[config.mk]
export PLATFORM = sky130hd
export DESIGN_NAME = c8dec_core
export DESIGN_NICKNAME = d
export VERILOG_FILES = /design/src/include/c8dec_pkg.sv /design/src/rtl/c8dec_core.sv /design/src/rtl/c8dec_decode.sv
export VERILOG_INCLUDE_DIRS = /design/src /design/src/include
export SDC_FILE = /design/constraint.sdc
export NUM_CORES = 1
export LEC_CHECK = 0
export ABC_AREA = 1
export BUFFER_PORTS_ARGS = -buffer_cell sky130_fd_sc_hd__buf_4
export CORE_MARGIN = 10
export CORE_UTILIZATION = 40
export CTS_BUF_LIST = sky130_fd_sc_hd__clkbuf_2 sky130_fd_sc_hd__clkbuf_4 sky130_fd_sc_hd__clkbuf_8
export DETAILED_ROUTE_END_ITERATION = 12
export PLACE_DENSITY = 0.71
export SYNTH_ARGS = -nofsm -noshare
export SYNTH_HDL_FRONTEND = slang
export SYNTH_SLANG_ARGS = --single-unit
[constraint.sdc]
create_clock -name ref_clk_i -period 3.4 [get_ports ref_clk_i]
set_input_delay 0.51 -clock ref_clk_i [delete_from_list [all_inputs] [get_ports ref_clk_i]]
set_output_delay 0.51 -clock ref_clk_i [all_outputs]
set_load 0.1 [all_outputs]
[src/include/c8dec_cfg.svh]
// constants of the opcode decode tail: opcodes, cycle counts, flag bits
// assumes inclusion by bare name from the package and the properties file
`ifndef C8DEC_CFG_SVH
`define C8DEC_CFG_SVH
`define C8DEC_OP_TST_DIR 8'h3d
`define C8DEC_OP_TST_A 8'h4d
`define C8DEC_OP_TST_X 8'h5d
`define C8DEC_OP_TST_IX1 8'h6d
`define C8DEC_OP_TST_IX 8'h7d
`define C8DEC_OP_WAIT 8'h8f
`define C8DEC_OP_TXA 8'h9f
`define C8DEC_CYC_TST_DIR 4'h4
`define C8DEC_CYC_TST_INH 4'h3
`define C8DEC_CYC_TST_IX1 4'h5
`define C8DEC_CYC_TST_IX 4'h4
`define C8DEC_CYC_INH2 4'h2
`define C8DEC_CYC_DEFAULT 4'h2
`define C8DEC_CCR_C 0
`define C8DEC_CCR_Z 1
`define C8DEC_CCR_N 2
`define C8DEC_CCR_I 3
`define C8DEC_CCR_H 4
`define C8DEC_CCR_RST 5'h08
`define C8DEC_COL_BITTST 4'h0
`define C8DEC_COL_REL 4'h2
`define C8DEC_COL_IMM 4'ha
`define C8DEC_COL_DIR 4'hb
`define C8DEC_COL_EXT 4'hc
`define C8DEC_COL_IX2 4'hd
`define C8DEC_COL_IX1 4'he
`define C8DEC_COL_IX 4'hf
`endif

[src/include/c8dec_pkg.sv]
// types shared by the decode tail: addressing modes, operations, decode
// assumes c8dec_cfg.svh on the include path
package c8dec_pkg;
`include "c8dec_cfg.svh"
    typedef enum logic [2:0] {
        C8DEC_MODE_INH = 3'h0,
        C8DEC_MODE_IMM = 3'h1,
        C8DEC_MODE_DIR = 3'h2,
        C8DEC_MODE_EXT = 3'h3,
        C8DEC_MODE_IX2 = 3'h4,
        C8DEC_MODE_IX1 = 3'h5,
        C8DEC_MODE_IX = 3'h6,
        C8DEC_MODE_REL = 3'h7
    } c8dec_mode_e;
    typedef enum logic [3:0] {
        C8DEC_OP_SUB = 4'h0,
        C8DEC_OP_CMP = 4'h1,
        C8DEC_OP_SBC = 4'h2,
        C8DEC_OP_CPX = 4'h3,
        C8DEC_OP_AND = 4'h4,
        C8DEC_OP_BIT = 4'h5,
        C8DEC_OP_LDA = 4'h6,
        C8DEC_OP_STA = 4'h7,
        C8DEC_OP_TSTZN = 4'h8,
        C8DEC_OP_TXA = 4'h9,
        C8DEC_OP_WAIT = 4'ha,
        C8DEC_OP_BRSET = 4'hb,
        C8DEC_OP_BRANCH = 4'hc,
        C8DEC_OP_NONE = 4'hf
    } c8dec_op_e;
    typedef struct packed {
        c8dec_mode_e mode;
        c8dec_op_e op;
        logic [1:0] addr_bytes;
        logic [3:0] cycles;
        logic src_x;
        logic src_a;
        logic known;
    } c8dec_dec_s;
    typedef struct packed {
        logic [7:0] a;
        logic [7:0] x;
        logic [4:0] condition_code_reg;
    } c8dec_regs_s;
endpackage

[src/rtl/c8dec_core.sv]
// fetch/execute sequencer for the decode tail of an 8-bit accumulator cpu
// assumes program memory answers a read in the same cycle (mem_rdata_i)
`timescale 1ns/1ns
module c8dec_core
    import c8dec_pkg::*;
#(
    parameter int ADDR_W = 16
) (
    // clock and reset
    input wire logic ref_clk_i,
    input wire logic rstn_i,
    // program and data memory
    output logic [ADDR_W-1:0] mem_addr_o,
    output logic mem_rd_o,
    input wire logic [7:0] mem_rdata_i,
    // interrupt request and status
    input wire logic irq_i,
    output logic waiting_o,
    output logic undef_op_o,
    // architectural state view
    output c8dec_regs_s regs_o,
    output logic [ADDR_W-1:0] pc_o,
    output logic [ADDR_W-1:0] ea_o,
    output logic branch_cond_i_unused_o
);
    typedef enum logic [2:0] {
        C8DEC_ST_FETCH = 3'b000,
        C8DEC_ST_ADDR = 3'b001,
        C8DEC_ST_OPER = 3'b011,
        C8DEC_ST_EXEC = 3'b010,
        C8DEC_ST_WAIT = 3'b110
    } c8dec_st_e;

    typedef struct packed {
        c8dec_st_e st;
        logic [ADDR_W-1:0] pc;
        logic [ADDR_W-1:0] ea;
        logic [7:0] opcode;
        logic [7:0] oper;
        logic [1:0] left;
        logic [3:0] cnt;
        c8dec_regs_s regs;
        logic undef;
    } c8dec_state_s;

    c8dec_state_s s_q, s_d;
    c8dec_dec_s dec, dec_q;
    logic [7:0] fetch_op;

    // the address shifter keeps a full high byte, so narrower buses fail
    if (ADDR_W < 16) begin : g_addr_w_chk
        $error("c8dec_core: ADDR_W must be at least 16");
    end

    assign fetch_op = (s_q.st == C8DEC_ST_FETCH) ? mem_rdata_i : s_q.opcode;

    c8dec_decode u_decode (
        .opcode_i(fetch_op),
        .dec_o(dec)
    );

    c8dec_decode u_decode_q (
        .opcode_i(s_q.opcode),
        .dec_o(dec_q)
    );

    function automatic logic [ADDR_W-1:0] add_pc(input logic [ADDR_W-1:0] a,
                                                 input logic [7:0] b);
        add_pc = a + ADDR_W'(b);
    endfunction

    function automatic logic [4:0] set_nz(input logic [4:0] c,
                                          input logic [7:0] v);
        set_nz = c;
        set_nz[`C8DEC_CCR_N] = v[7];
        set_nz[`C8DEC_CCR_Z] = (v == 8'h00);
    endfunction

    always_comb begin
        s_d = s_q;
        case (s_q.st)
            C8DEC_ST_FETCH: begin
                s_d.opcode = mem_rdata_i;
                s_d.pc = add_pc(s_q.pc, 8'h01);
                s_d.undef = ~dec.known;
                s_d.left = dec.addr_bytes;
                s_d.cnt = dec.cycles - 4'h1;
                // ea keeps the last operand address across inherent ops
                if (dec.mode == C8DEC_MODE_IX) begin
                    s_d.ea = ADDR_W'(s_q.regs.x);
                    s_d.st = C8DEC_ST_OPER;
                end else if (dec.addr_bytes != 2'h0
                             || dec.mode == C8DEC_MODE_IMM
                             || dec.mode == C8DEC_MODE_REL) begin
                    s_d.ea = '0;
                    s_d.st = C8DEC_ST_ADDR;
                end else begin
                    s_d.st = C8DEC_ST_EXEC;
                end
            end
            C8DEC_ST_ADDR: begin
                s_d.pc = add_pc(s_q.pc, 8'h01);
                s_d.cnt = s_q.cnt - 4'h1;
                if (dec_q.mode == C8DEC_MODE_IMM
                    || dec_q.mode == C8DEC_MODE_REL) begin
                    s_d.oper = mem_rdata_i;
                    s_d.st = C8DEC_ST_EXEC;
                end else begin
                    // high byte arrives first, low byte shifts in last
                    s_d.ea = {s_q.ea[ADDR_W-9:0], mem_rdata_i};
                    s_d.left = s_q.left - 2'h1;
                    if (s_q.left == 2'h1) begin
                        s_d.st = C8DEC_ST_OPER;
                        if (dec_q.mode == C8DEC_MODE_IX1) begin
                            s_d.ea = ADDR_W'(s_q.regs.x)
                                     + ADDR_W'(mem_rdata_i);
                        end else if (dec_q.mode == C8DEC_MODE_IX2) begin
                            s_d.ea = {s_q.ea[ADDR_W-9:0], mem_rdata_i}
                                     + ADDR_W'(s_q.regs.x);
                        end
                    end
                end
            end
            C8DEC_ST_OPER: begin
                s_d.cnt = s_q.cnt - 4'h1;
                if (dec_q.op == C8DEC_OP_BRSET) begin
                    s_d.oper = mem_rdata_i;
                    s_d.st = C8DEC_ST_ADDR;
                    s_d.opcode = {4'h2, 4'h0};
                end else begin
                    s_d.oper = mem_rdata_i;
                    s_d.st = C8DEC_ST_EXEC;
                end
            end
            C8DEC_ST_EXEC: begin
                s_d.cnt = (s_q.cnt == 4'h0) ? 4'h0 : s_q.cnt - 4'h1;
                if (s_q.cnt <= 4'h1) begin
                    s_d.st = C8DEC_ST_FETCH;
                    case (dec_q.op)
                        C8DEC_OP_TSTZN: begin
                            s_d.regs.condition_code_reg = set_nz(s_q.regs.condition_code_reg,
                                dec_q.src_a ? s_q.regs.a :
                                dec_q.src_x ? s_q.regs.x : s_q.oper);
                        end
                        C8DEC_OP_TXA: s_d.regs.a = s_q.regs.x;
                        C8DEC_OP_WAIT: begin
                            s_d.regs.condition_code_reg[`C8DEC_CCR_I] = 1'b0;
                            s_d.st = C8DEC_ST_WAIT;
                        end
                        C8DEC_OP_LDA: begin
                            s_d.regs.a = s_q.oper;
                            s_d.regs.condition_code_reg = set_nz(s_q.regs.condition_code_reg, s_q.oper);
                        end
                        C8DEC_OP_AND: begin
                            s_d.regs.a = s_q.regs.a & s_q.oper;
                            s_d.regs.condition_code_reg = set_nz(s_q.regs.condition_code_reg,
                                                  s_q.regs.a & s_q.oper);
                        end
                        C8DEC_OP_BIT: begin
                            s_d.regs.condition_code_reg = set_nz(s_q.regs.condition_code_reg,
                                                  s_q.regs.a & s_q.oper);
                        end
                        C8DEC_OP_BRANCH: begin
                            s_d.pc = s_q.pc
                                + ADDR_W'(signed'(s_q.oper));
                        end
                        default: ;
                    endcase
                end
            end
            C8DEC_ST_WAIT: begin
                // sequencer state held: nothing advances until an interrupt
                if (irq_i) begin
                    s_d.st = C8DEC_ST_FETCH;
                end
            end
            default: s_d.st = C8DEC_ST_FETCH;
        endcase
    end

    always_ff @(posedge ref_clk_i or negedge rstn_i) begin
        if (!rstn_i) begin
            s_q <= '0;
            s_q.regs.condition_code_reg <= `C8DEC_CCR_RST;
        end else begin
            s_q <= s_d;
        end
    end

    always_comb begin
        case (s_q.st)
            C8DEC_ST_OPER: mem_addr_o = s_q.ea;
            default: mem_addr_o = s_q.pc;
        endcase
    end

    assign mem_rd_o = (s_q.st != C8DEC_ST_WAIT) && (s_q.st != C8DEC_ST_EXEC);
    assign waiting_o = (s_q.st == C8DEC_ST_WAIT);
    assign undef_op_o = s_q.undef;
    assign regs_o = s_q.regs;
    assign pc_o = s_q.pc;
    assign ea_o = s_q.ea;
    assign branch_cond_i_unused_o = 1'b0;
endmodule // c8dec_core

[src/rtl/c8dec_decode.sv]
// combinational opcode decoder: class, addressing mode, operation, cycles
// assumes an 8-bit opcode presented when it is fetched
`timescale 1ns/1ns
module c8dec_decode
    import c8dec_pkg::*;
(
    // opcode in
    input wire logic [7:0] opcode_i,
    // decoded fields out
    output c8dec_dec_s dec_o
);
    always_comb begin
        dec_o = '{mode: C8DEC_MODE_INH, op: C8DEC_OP_NONE, addr_bytes: 2'h0,
                  cycles: `C8DEC_CYC_DEFAULT, src_x: 1'b0, src_a: 1'b0,
                  known: 1'b0};
        // high nibble picks class and mode
        case (opcode_i[7:4])
            `C8DEC_COL_BITTST: begin
                dec_o.mode = C8DEC_MODE_DIR;
                dec_o.op = C8DEC_OP_BRSET;
                dec_o.addr_bytes = 2'h1;
                dec_o.known = ~opcode_i[0];
            end
            `C8DEC_COL_REL: begin
                dec_o.mode = C8DEC_MODE_REL;
                dec_o.op = C8DEC_OP_BRANCH;
                dec_o.known = 1'b1;
            end
            `C8DEC_COL_IMM: dec_o.mode = C8DEC_MODE_IMM;
            `C8DEC_COL_DIR: dec_o.mode = C8DEC_MODE_DIR;
            `C8DEC_COL_EXT: dec_o.mode = C8DEC_MODE_EXT;
            `C8DEC_COL_IX2: dec_o.mode = C8DEC_MODE_IX2;
            `C8DEC_COL_IX1: dec_o.mode = C8DEC_MODE_IX1;
            `C8DEC_COL_IX: dec_o.mode = C8DEC_MODE_IX;
            default: dec_o.mode = C8DEC_MODE_INH;
        endcase
        // register/memory columns: low nibble 0..7 picks the operation
        if (opcode_i[7:4] >= `C8DEC_COL_IMM && !opcode_i[3]) begin
            dec_o.op = c8dec_op_e'({1'b0, opcode_i[2:0]});
            dec_o.known = !(dec_o.mode == C8DEC_MODE_IMM
                            && opcode_i[2:0] == 3'h7);
        end
        case (dec_o.mode)
            C8DEC_MODE_DIR, C8DEC_MODE_IX1: dec_o.addr_bytes = 2'h1;
            C8DEC_MODE_EXT, C8DEC_MODE_IX2: dec_o.addr_bytes = 2'h2;
            default: dec_o.addr_bytes = 2'h0;
        endcase
        case (opcode_i)
            `C8DEC_OP_TST_DIR: begin
                dec_o = '{C8DEC_MODE_DIR, C8DEC_OP_TSTZN, 2'h1,
                          `C8DEC_CYC_TST_DIR, 1'b0, 1'b0, 1'b1};
            end
            `C8DEC_OP_TST_A: begin
                dec_o = '{C8DEC_MODE_INH, C8DEC_OP_TSTZN, 2'h0,
                          `C8DEC_CYC_TST_INH, 1'b0, 1'b1, 1'b1};
            end
            `C8DEC_OP_TST_X: begin
                dec_o = '{C8DEC_MODE_INH, C8DEC_OP_TSTZN, 2'h0,
                          `C8DEC_CYC_TST_INH, 1'b1, 1'b0, 1'b1};
            end
            `C8DEC_OP_TST_IX1: begin
                dec_o = '{C8DEC_MODE_IX1, C8DEC_OP_TSTZN, 2'h1,
                          `C8DEC_CYC_TST_IX1, 1'b0, 1'b0, 1'b1};
            end
            `C8DEC_OP_TST_IX: begin
                dec_o = '{C8DEC_MODE_IX, C8DEC_OP_TSTZN, 2'h0,
                          `C8DEC_CYC_TST_IX, 1'b0, 1'b0, 1'b1};
            end
            `C8DEC_OP_TXA: begin
                dec_o = '{C8DEC_MODE_INH, C8DEC_OP_TXA, 2'h0,
                          `C8DEC_CYC_INH2, 1'b0, 1'b0, 1'b1};
            end
            `C8DEC_OP_WAIT: begin
                dec_o = '{C8DEC_MODE_INH, C8DEC_OP_WAIT, 2'h0,
                          `C8DEC_CYC_INH2, 1'b0, 1'b0, 1'b1};
            end
            default: ;
        endcase
    end
endmodule // c8dec_decode

==> results of run 1 <==
==> stage by stage <==
stage / utilization / cell area (um2) / setup TNS, ps / setup slack, ps / std cells
floorplan: - / 5300 / -2540 / -290 / 771
global placement: 0.439 / 5600 / 0 / 553 / 952
detailed placement: 0.439 / 5600 / 0 / 426 / 952
CTS: 0.453 / 5780 / 0 / 404 / 968
global route: 0.453 / 5780 / 0 / 102 / 968
finish: 0.453 / 5780 / 0 / 426 / 968
==> sequential cells by signal (all words and copies together) (netlist names) <==
name	count
ea_o	16
undef_op_o	1
pc_o	16
regs_o	11
s_q	25
==> worst register-to-register path, cell delays in order (launching register included) <==
cell and delay, ps:
dfrtp_1 430, nand2_1 140, nor2_1 260, inv_2 150
nor2_1 160, inv_1 80, fa_1 420, o21ai_0 330
a21oi_1 180, o21ai_0 330, nand2_1 140, a21o_1 180
a31oi_1 110
==> kinds of logic after synthesis <==
| kind of cell | count (synthesis) | share of synthesized area |
|---|---|---|
| simple gates | 391 | 0.323 |
| buf+inv | 155 | 0.157 |
| compound gates | 114 | 0.123 |
| flops | 69 | 0.328 |
| fa+ha+maj | 21 | 0.0513 |
| xor+xnor | 10 | 0.0166 |
| other cells | 1 | 0.000712 |
==> area by class of cell <==
type	count	area (um2)	area share
clock inverters	4	22.5	0.00389
inverters	86	323	0.0558
well taps	172	215	0.0372
multi-input cells	547	2750	0.476
flip-flops and latches	69	1730	0.299
clock buffers	12	159	0.0275
repair buffers	78	586	0.101
==> layer usage <==
metal  vias to the layer above  track usage
met4                         0       0.0550
met2                       131        0.244
met1                      2206        0.223
met5                         -            0
met3                        15       0.0271
li1                       2449            -
==> worst max path at each step <==
stage,start,endpoint,slack (ps),cells past startpoint
3_5_place_dp,s_q[77]$_DFFE_PN0P_,pc_o[10]$_DFFE_PN0P_,430,12
4_1_cts,s_q[77]$_DFFE_PN0P_,pc_o[10]$_DFFE_PN0P_,400,12
5_1_grt,s_q[77]$_DFFE_PN0P_,pc_o[10]$_DFFE_PN0P_,100,12
6_report,s_q[77]$_DFFE_PN0P_,pc_o[10]$_DFFE_PN0P_,430,12
3_3_place_gp,s_q[77]$_DFFE_PN0P_,pc_o[10]$_DFFE_PN0P_,550,12
2_1_floorplan,s_q[76]$_DFFE_PN0P_,pc_o[15]$_DFFE_PN0P_,-290,18
==> cells in the final DEF (no fill, tap or decap), types with 3 or more instances in the layout <==
master and instances:
inv_1 82, o21ai_1 4, nor2_1 65, clkbuf_8 11
inv_2 3, nor2_4 3, ha_1 20, a21o_1 3
nand3_1 56, a21oi_1 39, a31oi_1 6, nor3_1 10
xor2_1 5, o21ai_2 8, buf_4 78, nand4_1 4
clkinv_2 3, nor2_2 6, nand2_2 14, nand3b_1 3
o21ai_0 41, conb_1 11, xnor2_1 5, dfrtp_1 68
nand2_1 219, or2_2 5
==> out/summary.txt, run 1 <==
Met2 Routed Length: 6510 um
Worst-Margin Slew: 911 ps
H-tree depth: 3
r2r setup slk: 430 ps
syn_area_per_cell: 6.92 um2
top routing layer in use: met4
reg2reg path depth: 12
Slew Viols, Final: 0
Worst R2R Start: s_q[77]$_DFFE_PN0P_
DR WL met3: 768 um
worst hold-check path type: primary input to asynchronous set/reset pin
startpoint types: flip-flop
mapped cell area: 5270 um2
Final Critical Period: 2970 ps
DIE WIDTH: 135 um
TritonCTS Buffers: 9
Max Clock Skew: 9.53 ps
GRT Util Overall: 0.160
met1 wire length: 6850 um
Clock Latency Late Sink: 360 ps
Bufs on Longest Clock Path: 2
post-synthesis async set-or-reset flop share: 1.00
biggest area contributors in the synthesized netlist: dfrtp_1 32%, nand2_1 16%, buf_4 7.8%
Boundary Pins: 84
number of global-route vias before repair: 4497
Max-slew headroom: 0.389
WP data arrival: 3270 ps
FF+latch count, synth: 69
layout cell share with drive strength beyond 1: 0.173
Worst Path Buf+Inv: 2
post-route DRC violation count: 0
Critical Path Max Stage Delay: 430 ps
Initial DRC Count: 504
critical path capture point type: flip-flop
pin count of the biggest net entering global routing: 70
cell count after synthesis: 761
largest area contributor in the netlist: dfrtp_1
final worst path period share: 0.875
CP cell instances: nand2_1, nor2_1, inv_2, nor2_1, inv_1, fa_1, o21ai_0, a21oi_1, o21ai_0, nand2_1, a21o_1, a31oi_1
cts repair resizes: 0
Detailed Route WL: 14300 um
WS Path Type: flip-flop to flip-flop
fmax: 336 MHz
postcts setup bufs: 0
slowest CP cell: dfrtp_1
Worst R2R End: pc_o[10]$_DFFE_PN0P_
Layout fillers: 1323
clk slew on worst S/H paths: 80 ps
Final Setup Violations: 0
Die Area: 18200 um2
Seq/Total Area, Yosys: 0.328
Worst Path Max Fanout: 9
synth unique cells: 43
dominant synthesized flop cell: dfrtp_1
Synth warnings: 0
IO Port Bufs: 72
vias after detailed routing: 4801
diodes inserted: 0
leading cell type by number of instances after synthesis: nand2_1
Clock Sinks: 69
worst path required time: 3690 ps
Post-synth EDFFs: 0
vias per cell: 4.96
RSZ-0062 raised after global routing: no
dpl hpwl: 11100 um
initial antenna violation count: 0
top post-synthesis cells by count: 219 x nand2_1, 82 x inv_1, 68 x dfrtp_1
drt wl/cell: 14.8 um
hold_buf cts: 0
root buffer cell: clkbuf_8
Final Wtd Congestion: 0.930
chip height: 135 um
Final Hold Fails: 0
Area Overhead vs Synth: 9.84%
outcome: completed
total congestion overflow: 0
hold_ws: 252 ps
DRT Pass-1 Iters: 6
Starting Density: 0.412
Detail Route Antenna Nets: 0
CTS tree: done
Core ar.: 12800 um2
area share of the largest cell type after synthesis: 0.323
Nets: 823
Rows: 41
first-pass GRT wire length: 23600 um
total of max-cap violations: 0
CP top delay family: compound AO/OA/AOI/OAI gates
Power of run 1 is not shown: default switching activity piles up to over one toggle a cycle in this logic, so the estimate is an artifact.
==> inputs of run 2 (changes only) <==
--- a/config.mk
+++ b/config.mk
@@ -8,6 +8,7 @@
 export LEC_CHECK = 0
 export ABC_AREA = 1
 export BUFFER_PORTS_ARGS = -buffer_cell sky130_fd_sc_hd__buf_4
+export CORE_ASPECT_RATIO = 0.8
 export CORE_MARGIN = 10
 export CORE_UTILIZATION = 40
 export CTS_BUF_LIST = sky130_fd_sc_hd__clkbuf_2 sky130_fd_sc_hd__clkbuf_4 sky130_fd_sc_hd__clkbuf_8
==> run 2 against run 1 <==
Utilization shrank 0.16 points. Critical path type unchanged. Cell count up 0.31%. Critical path depth did not move. Wire length about the same.
==> out/summary.txt, run 2 (same netlist as run 1, synthesis figures left out) <==
critical path capture point type: flip-flop
Final Hold Fails: 0 (unchanged)
hold_buf cts: 0 (unchanged)
Critical Path Max Stage Delay: 430 ps (about the same)
Slew Viols, Final: 0 (unchanged)
Rows: 37 (-9.8%)
drt wl/cell: 14.7 um (-0.32%)
worst path required time: 3680 ps (about the same)
most flop-heavy register: s_q
total of max-cap violations: 0 (unchanged)
commonest non-fill, non-tap cell in the layout: nand2_1
total congestion overflow: 0 (unchanged)
outcome: completed
number of global-route vias before repair: 4336 (-3.6%)
Clock Sinks: 69 (unchanged)
Detailed Route WL: 14300 um (about the same)
Worst-Margin Slew: 921 ps (+10.3 ps)
post-route DRC violation count: 0 (unchanged)
max reg flops: 25 (unchanged)
Worst Path Buf+Inv: 2 (unchanged)
fmax: 333 MHz (-1.0%)
Worst Path Max Fanout: 9 (unchanged)
Area Overhead vs Synth: 10.3%
dpl hpwl: 11200 um (+0.73%)
postcts setup bufs: 0 (unchanged)
layout cell share with drive strength beyond 1: 0.173 (unchanged)
Final Setup Violations: 0 (unchanged)
Final Critical Period: 3000 ps (+31.0 ps)
Detail Route Antenna Nets: 0 (unchanged)
Die Area: 18200 um2 (+0.16%)
CTS tree: done
Layout fillers: 1367 (+3.3%)
Core ar.: 12900 um2 (+0.75%)
Bufs on Longest Clock Path: 2 (unchanged)
Starting Density: 0.409 (-0.00309)
IO Port Bufs: 72 (unchanged)
clk slew on worst S/H paths: 80 ps (about the same)
cts repair resizes: 0 (unchanged)
Initial DRC Count: 405 (-20%)
Max-slew headroom: 0.382 (-0.00695)
DIE WIDTH: 148 um (+10%)
pin count of the biggest net entering global routing: 70 (unchanged)
startpoint types: flip-flop
H-tree depth: 3 (unchanged)
slowest CP cell: dfrtp_1
final worst path period share: 0.884 (+0.00911)
Max Clock Skew: 10.3 ps (+0.720 ps)
DRT Pass-1 Iters: 5 (-1)
CP cell instances: nand2_1, nor2_1, inv_2, nor2_1, inv_1, fa_1, o21ai_0, a21oi_1, o21ai_0, nand2_1, a21o_1, a31oi_1
first-pass GRT wire length: 23100 um (-1.9%)
worst hold-check path type: primary input to asynchronous set/reset pin
post-route cell area: 5810 um2 (+0.39%)
initial antenna violation count: 0 (unchanged)
WS Path Type: flip-flop to flip-flop
RSZ-0062 raised after global routing: no
diodes inserted: 0 (unchanged)
CP top delay family: compound AO/OA/AOI/OAI gates
TritonCTS Buffers: 9 (unchanged)
Nets: 823 (unchanged)
Boundary Pins: 84 (unchanged)
root buffer cell: clkbuf_8
Final Wtd Congestion: 0.970 (+4.3%)
WP data arrival: 3290 ps (+20 ps)
GRT Util Overall: 0.158 (-0.00259)
most frequent cells in the layout: 219 x nand2_1, 82 x inv_1, 78 x buf_4
vias per cell: 4.96 (about the same)
Clock Latency Late Sink: 360 ps (about the same)
vias after detailed routing: 4817 (+0.33%)
dpl cell area: 5610 um2 (about the same)
chip height: 123 um (-9.0%)
run 2: cell types whose count changed in the layout (fill, tap and decap cells not counted):
cell,delta
bufinv_16,+1
clkbuf_4,+1
clkbuf_8,-1
clkinv_2,-1
run 2: path summary, 6_finish.rpt:
check	start	end	slack, ps	depth (start not counted)
setup / recovery	s_q[77]$_DFFE_PN0P_	pc_o[10]$_DFFE_PN0P_	400	12
hold / removal	rstn_i	ea_o[12]$_DFFE_PN0P_	280	1
setup reg to reg	s_q[77]$_DFFE_PN0P_	pc_o[10]$_DFFE_PN0P_	400	12
hold reg to reg	regs_o[3]$_DFFE_PN1P_	regs_o[3]$_DFFE_PN1P_	480	1
max in group asynchronous	rstn_i	regs_o[20]$_DFFE_PN0P_	2550	1
min in group ref_clk_i	mem_rdata_i[0]	s_q[28]$_DFFE_PN0P_	410	3
run 2: layout make-up:
cell class                      instances  area, um2  share of cell area
Clock inverter                          4       47.5             0.00819
Tap cell                              175        219              0.0377
Inverter                               86        323              0.0556
Clock buffer                           12        153              0.0263
Sequential cell                        69       1730               0.298
Timing Repair Buffer                   78        586               0.101
Multi-Input combinational cell        547       2750               0.474
run 2: routing by layer:
layer	wire [um]	GRT usage	up-vias
met4	255	0.0501	0
li1	-	-	2440
met1	7050	0.228	2187
met2	5940	0.226	172
met5	0	0	-
met3	1070	0.0375	18
run 2: metrics by stage:
step / utilization / setup slack [ps] / hold slack [ps] / TNS [ps] / std cells
finish: 0.451 / 395 / 276 / 0 / 971
global route: 0.451 / 122 / 341 / 0 / 971
CTS: 0.451 / 390 / 305 / 0 / 971
detailed placement: 0.436 / 411 / 472 / 0 / 955
global placement: 0.436 / 597 / 469 / 0 / 955
floorplan: - / -290 / 214 / -2540 / 771
run 2: worst reg2reg max path, cell delays in order (launching register included):
cell and delay [ps]:
dfrtp_1 430, nand2_1 140, nor2_1 250, inv_2 160, nor2_1 170, inv_1 80
fa_1 410, o21ai_0 380, a21oi_1 200, o21ai_0 300, nand2_1 120, a21o_1 170
a31oi_1 110
Power of run 2 is left out for the same reason.
==> inputs of run 3 (changes only) <==
--- a/config.mk
+++ b/config.mk
@@ -7,7 +7,7 @@
 export NUM_CORES = 1
 export LEC_CHECK = 0
 export ABC_AREA = 1
-export BUFFER_PORTS_ARGS = -buffer_cell sky130_fd_sc_hd__buf_4
+export BUFFER_PORTS_ARGS = -buffer_cell sky130_fd_sc_hd__buf_2
 export CORE_ASPECT_RATIO = 0.8
 export CORE_MARGIN = 10
 export CORE_UTILIZATION = 40
==> run 3 against run 2 <==
Worst setup slack better by 24 ps. Global-route usage increased by 0.34 points. Clock-buffer cell count increased by 1. Critical endpoint is now mem_addr_o[7]. Maximum frequency is 0.79% higher. Wire length rose by 0.16%. Flip-flop and latch count stayed put. Clock skew shrank 1.6 ps. Largest cell class unchanged. Worst hold slack better by 76 ps. First-iteration DRC count up 10%.
==> out/summary.txt, run 3 (same netlist as run 1, synthesis figures left out) <==
hold_buf cts: 0 (unchanged)
Clock Sinks: 69 (unchanged)
postcts setup bufs: 0 (unchanged)
Boundary Pins: 84 (unchanged)
Worst-Margin Slew: 893 ps (-27.9 ps)
DRT Pass-1 Iters: 5 (unchanged)
max reg flops: 25 (unchanged)
Detailed Route WL: 14300 um (+0.16%)
Nets: 824 (+0.12%)
initial antenna violation count: 0 (unchanged)
Clock Latency Late Sink: 360 ps (about the same)
Max Clock Skew: 8.64 ps (-1.62 ps)
Core ar.: 12900 um2 (unchanged)
post-route DRC violation count: 0 (unchanged)
Slew Viols, Final: 0 (unchanged)
WP data arrival: 2470 ps (-820 ps)
WS Path Type: flip-flop to output port
CTS tree: done
Worst R2R End: pc_o[10]$_DFFE_PN0P_
RSZ-0062 raised after global routing: no
crit path from: s_q[76]$_DFFE_PN0P_
Final Critical Period: 2980 ps (-23.6 ps)
Die Area: 18200 um2 (unchanged)
worst path required time: 2890 ps (-790 ps)
chip height: 123 um (unchanged)
fmax: 335 MHz (+0.79%)
Starting Density: 0.409 (unchanged)
clk slew on worst S/H paths: 70 ps (about the same)
Area Overhead vs Synth: 7.27%
TritonCTS Buffers: 9 (unchanged)
IO Port Bufs: 72 (unchanged)
most frequent cells in the layout: 219 x nand2_1, 82 x inv_1, 72 x buf_2
number of global-route vias before repair: 4486 (+3.5%)
drt wl/cell: 14.8 um (about the same)
outcome: completed
startpoint types: flip-flop
critical path capture point type: output port
total congestion overflow: 0 (unchanged)
Initial DRC Count: 446 (+10%)
vias per cell: 5.02 (+1.1%)
Final Setup Violations: 0 (unchanged)
reg2reg path depth: 12 (unchanged)
Final Hold Fails: 0 (unchanged)
most flop-heavy register: s_q
DIE WIDTH: 148 um (unchanged)
vias after detailed routing: 4875 (+1.2%)
cts repair resizes: 0 (unchanged)
commonest non-fill, non-tap cell in the layout: nand2_1
root buffer cell: clkbuf_8
Max-slew headroom: 0.405 (+0.0227)
Final Wtd Congestion: 0.943 (-2.8%)
r2r setup slk: 430 ps (+30 ps)
total of max-cap violations: 0 (unchanged)
worst hold-check path type: primary input to asynchronous set/reset pin
Placed Cells: 956 (+0.10%)
Worst R2R Start: s_q[77]$_DFFE_PN0P_
pin count of the biggest net entering global routing: 70 (unchanged)
dpl hpwl: 11200 um (-0.20%)
Final Instance Count excl. Fillers: 972 (+0.10%)
first-pass GRT wire length: 23700 um (+2.5%)
Worst Path Max Fanout: 24 (+15)
layout cell share with drive strength beyond 1: 0.174 (+0.00104)
crit path to: mem_addr_o[7]
H-tree depth: 3 (unchanged)
GRT Util Overall: 0.161 (+0.00344)
Detail Route Antenna Nets: 0 (unchanged)
final worst path period share: 0.877 (-0.00693)
Bufs on Longest Clock Path: 2 (unchanged)
Rows: 37 (unchanged)
Util after Layout: 0.439 (-0.0122)
diodes inserted: 0 (unchanged)
[run 3: critical path, cell delays in order, from the launching register on]
cell and delay (ps):
dfrtp_1 360, inv_1 60, buf_4 200, nor2_1 70
inv_1 80, nor2_1 40, buf_4 200, inv_1 350
nand2_1 180, nand2_1 130, buf_2 430
[run 3: routing by layer]
metal | up-vias | share of wire | GRT usage
met5 | - | 0 | 0
met4 | 0 | 0.010 | 0.0414
met3 | 10 | 0.067 | 0.0375
met2 | 158 | 0.43 | 0.236
met1 | 2259 | 0.49 | 0.233
li1 | 2448 | - | -
[run 3: final cells by class]
| type | count | area, um2 |
|---|---|---|
| Multi-Input combinational cell | 547 | 2750 |
| Clock inverter | 3 | 42.5 |
| Inverter | 86 | 323 |
| Sequential cell | 69 | 1730 |
| Clock buffer | 13 | 173 |
| Timing Repair Buffer | 79 | 413 |
| Fill cell | 1368 | 7220 |
| Tap cell | 175 | 219 |
[run 3: through the flow]
step	setup slack [ps]	cell area [um2]	TNS, ps	hold slack [ps]
floorplan	-290	5300	-2540	214
global placement	568	5430	0	462
detailed placement	460	5430	0	464
CTS	430	5650	0	382
global route	185	5650	0	434
finish	419	5650	0	351
[run 3: worst min path at each step]
stage,start,cells after the start,endpoint,slack (ps)
final,rstn_i,2,ea_o[12]$_DFFE_PN0P_,350
after global routing,rstn_i,2,ea_o[12]$_DFFE_PN0P_,430
after CTS,rstn_i,2,pc_o[15]$_DFFE_PN0P_,380
after detailed placement,regs_o[2]$_DFFE_PN0P_,2,regs_o[2]$_DFFE_PN0P_,460
after global placement,regs_o[2]$_DFFE_PN0P_,2,regs_o[2]$_DFFE_PN0P_,460
after floorplan,rstn_i,0,ea_o[0]$_DFFE_PN0P_,210
Power of run 3 is left out for the same reason.
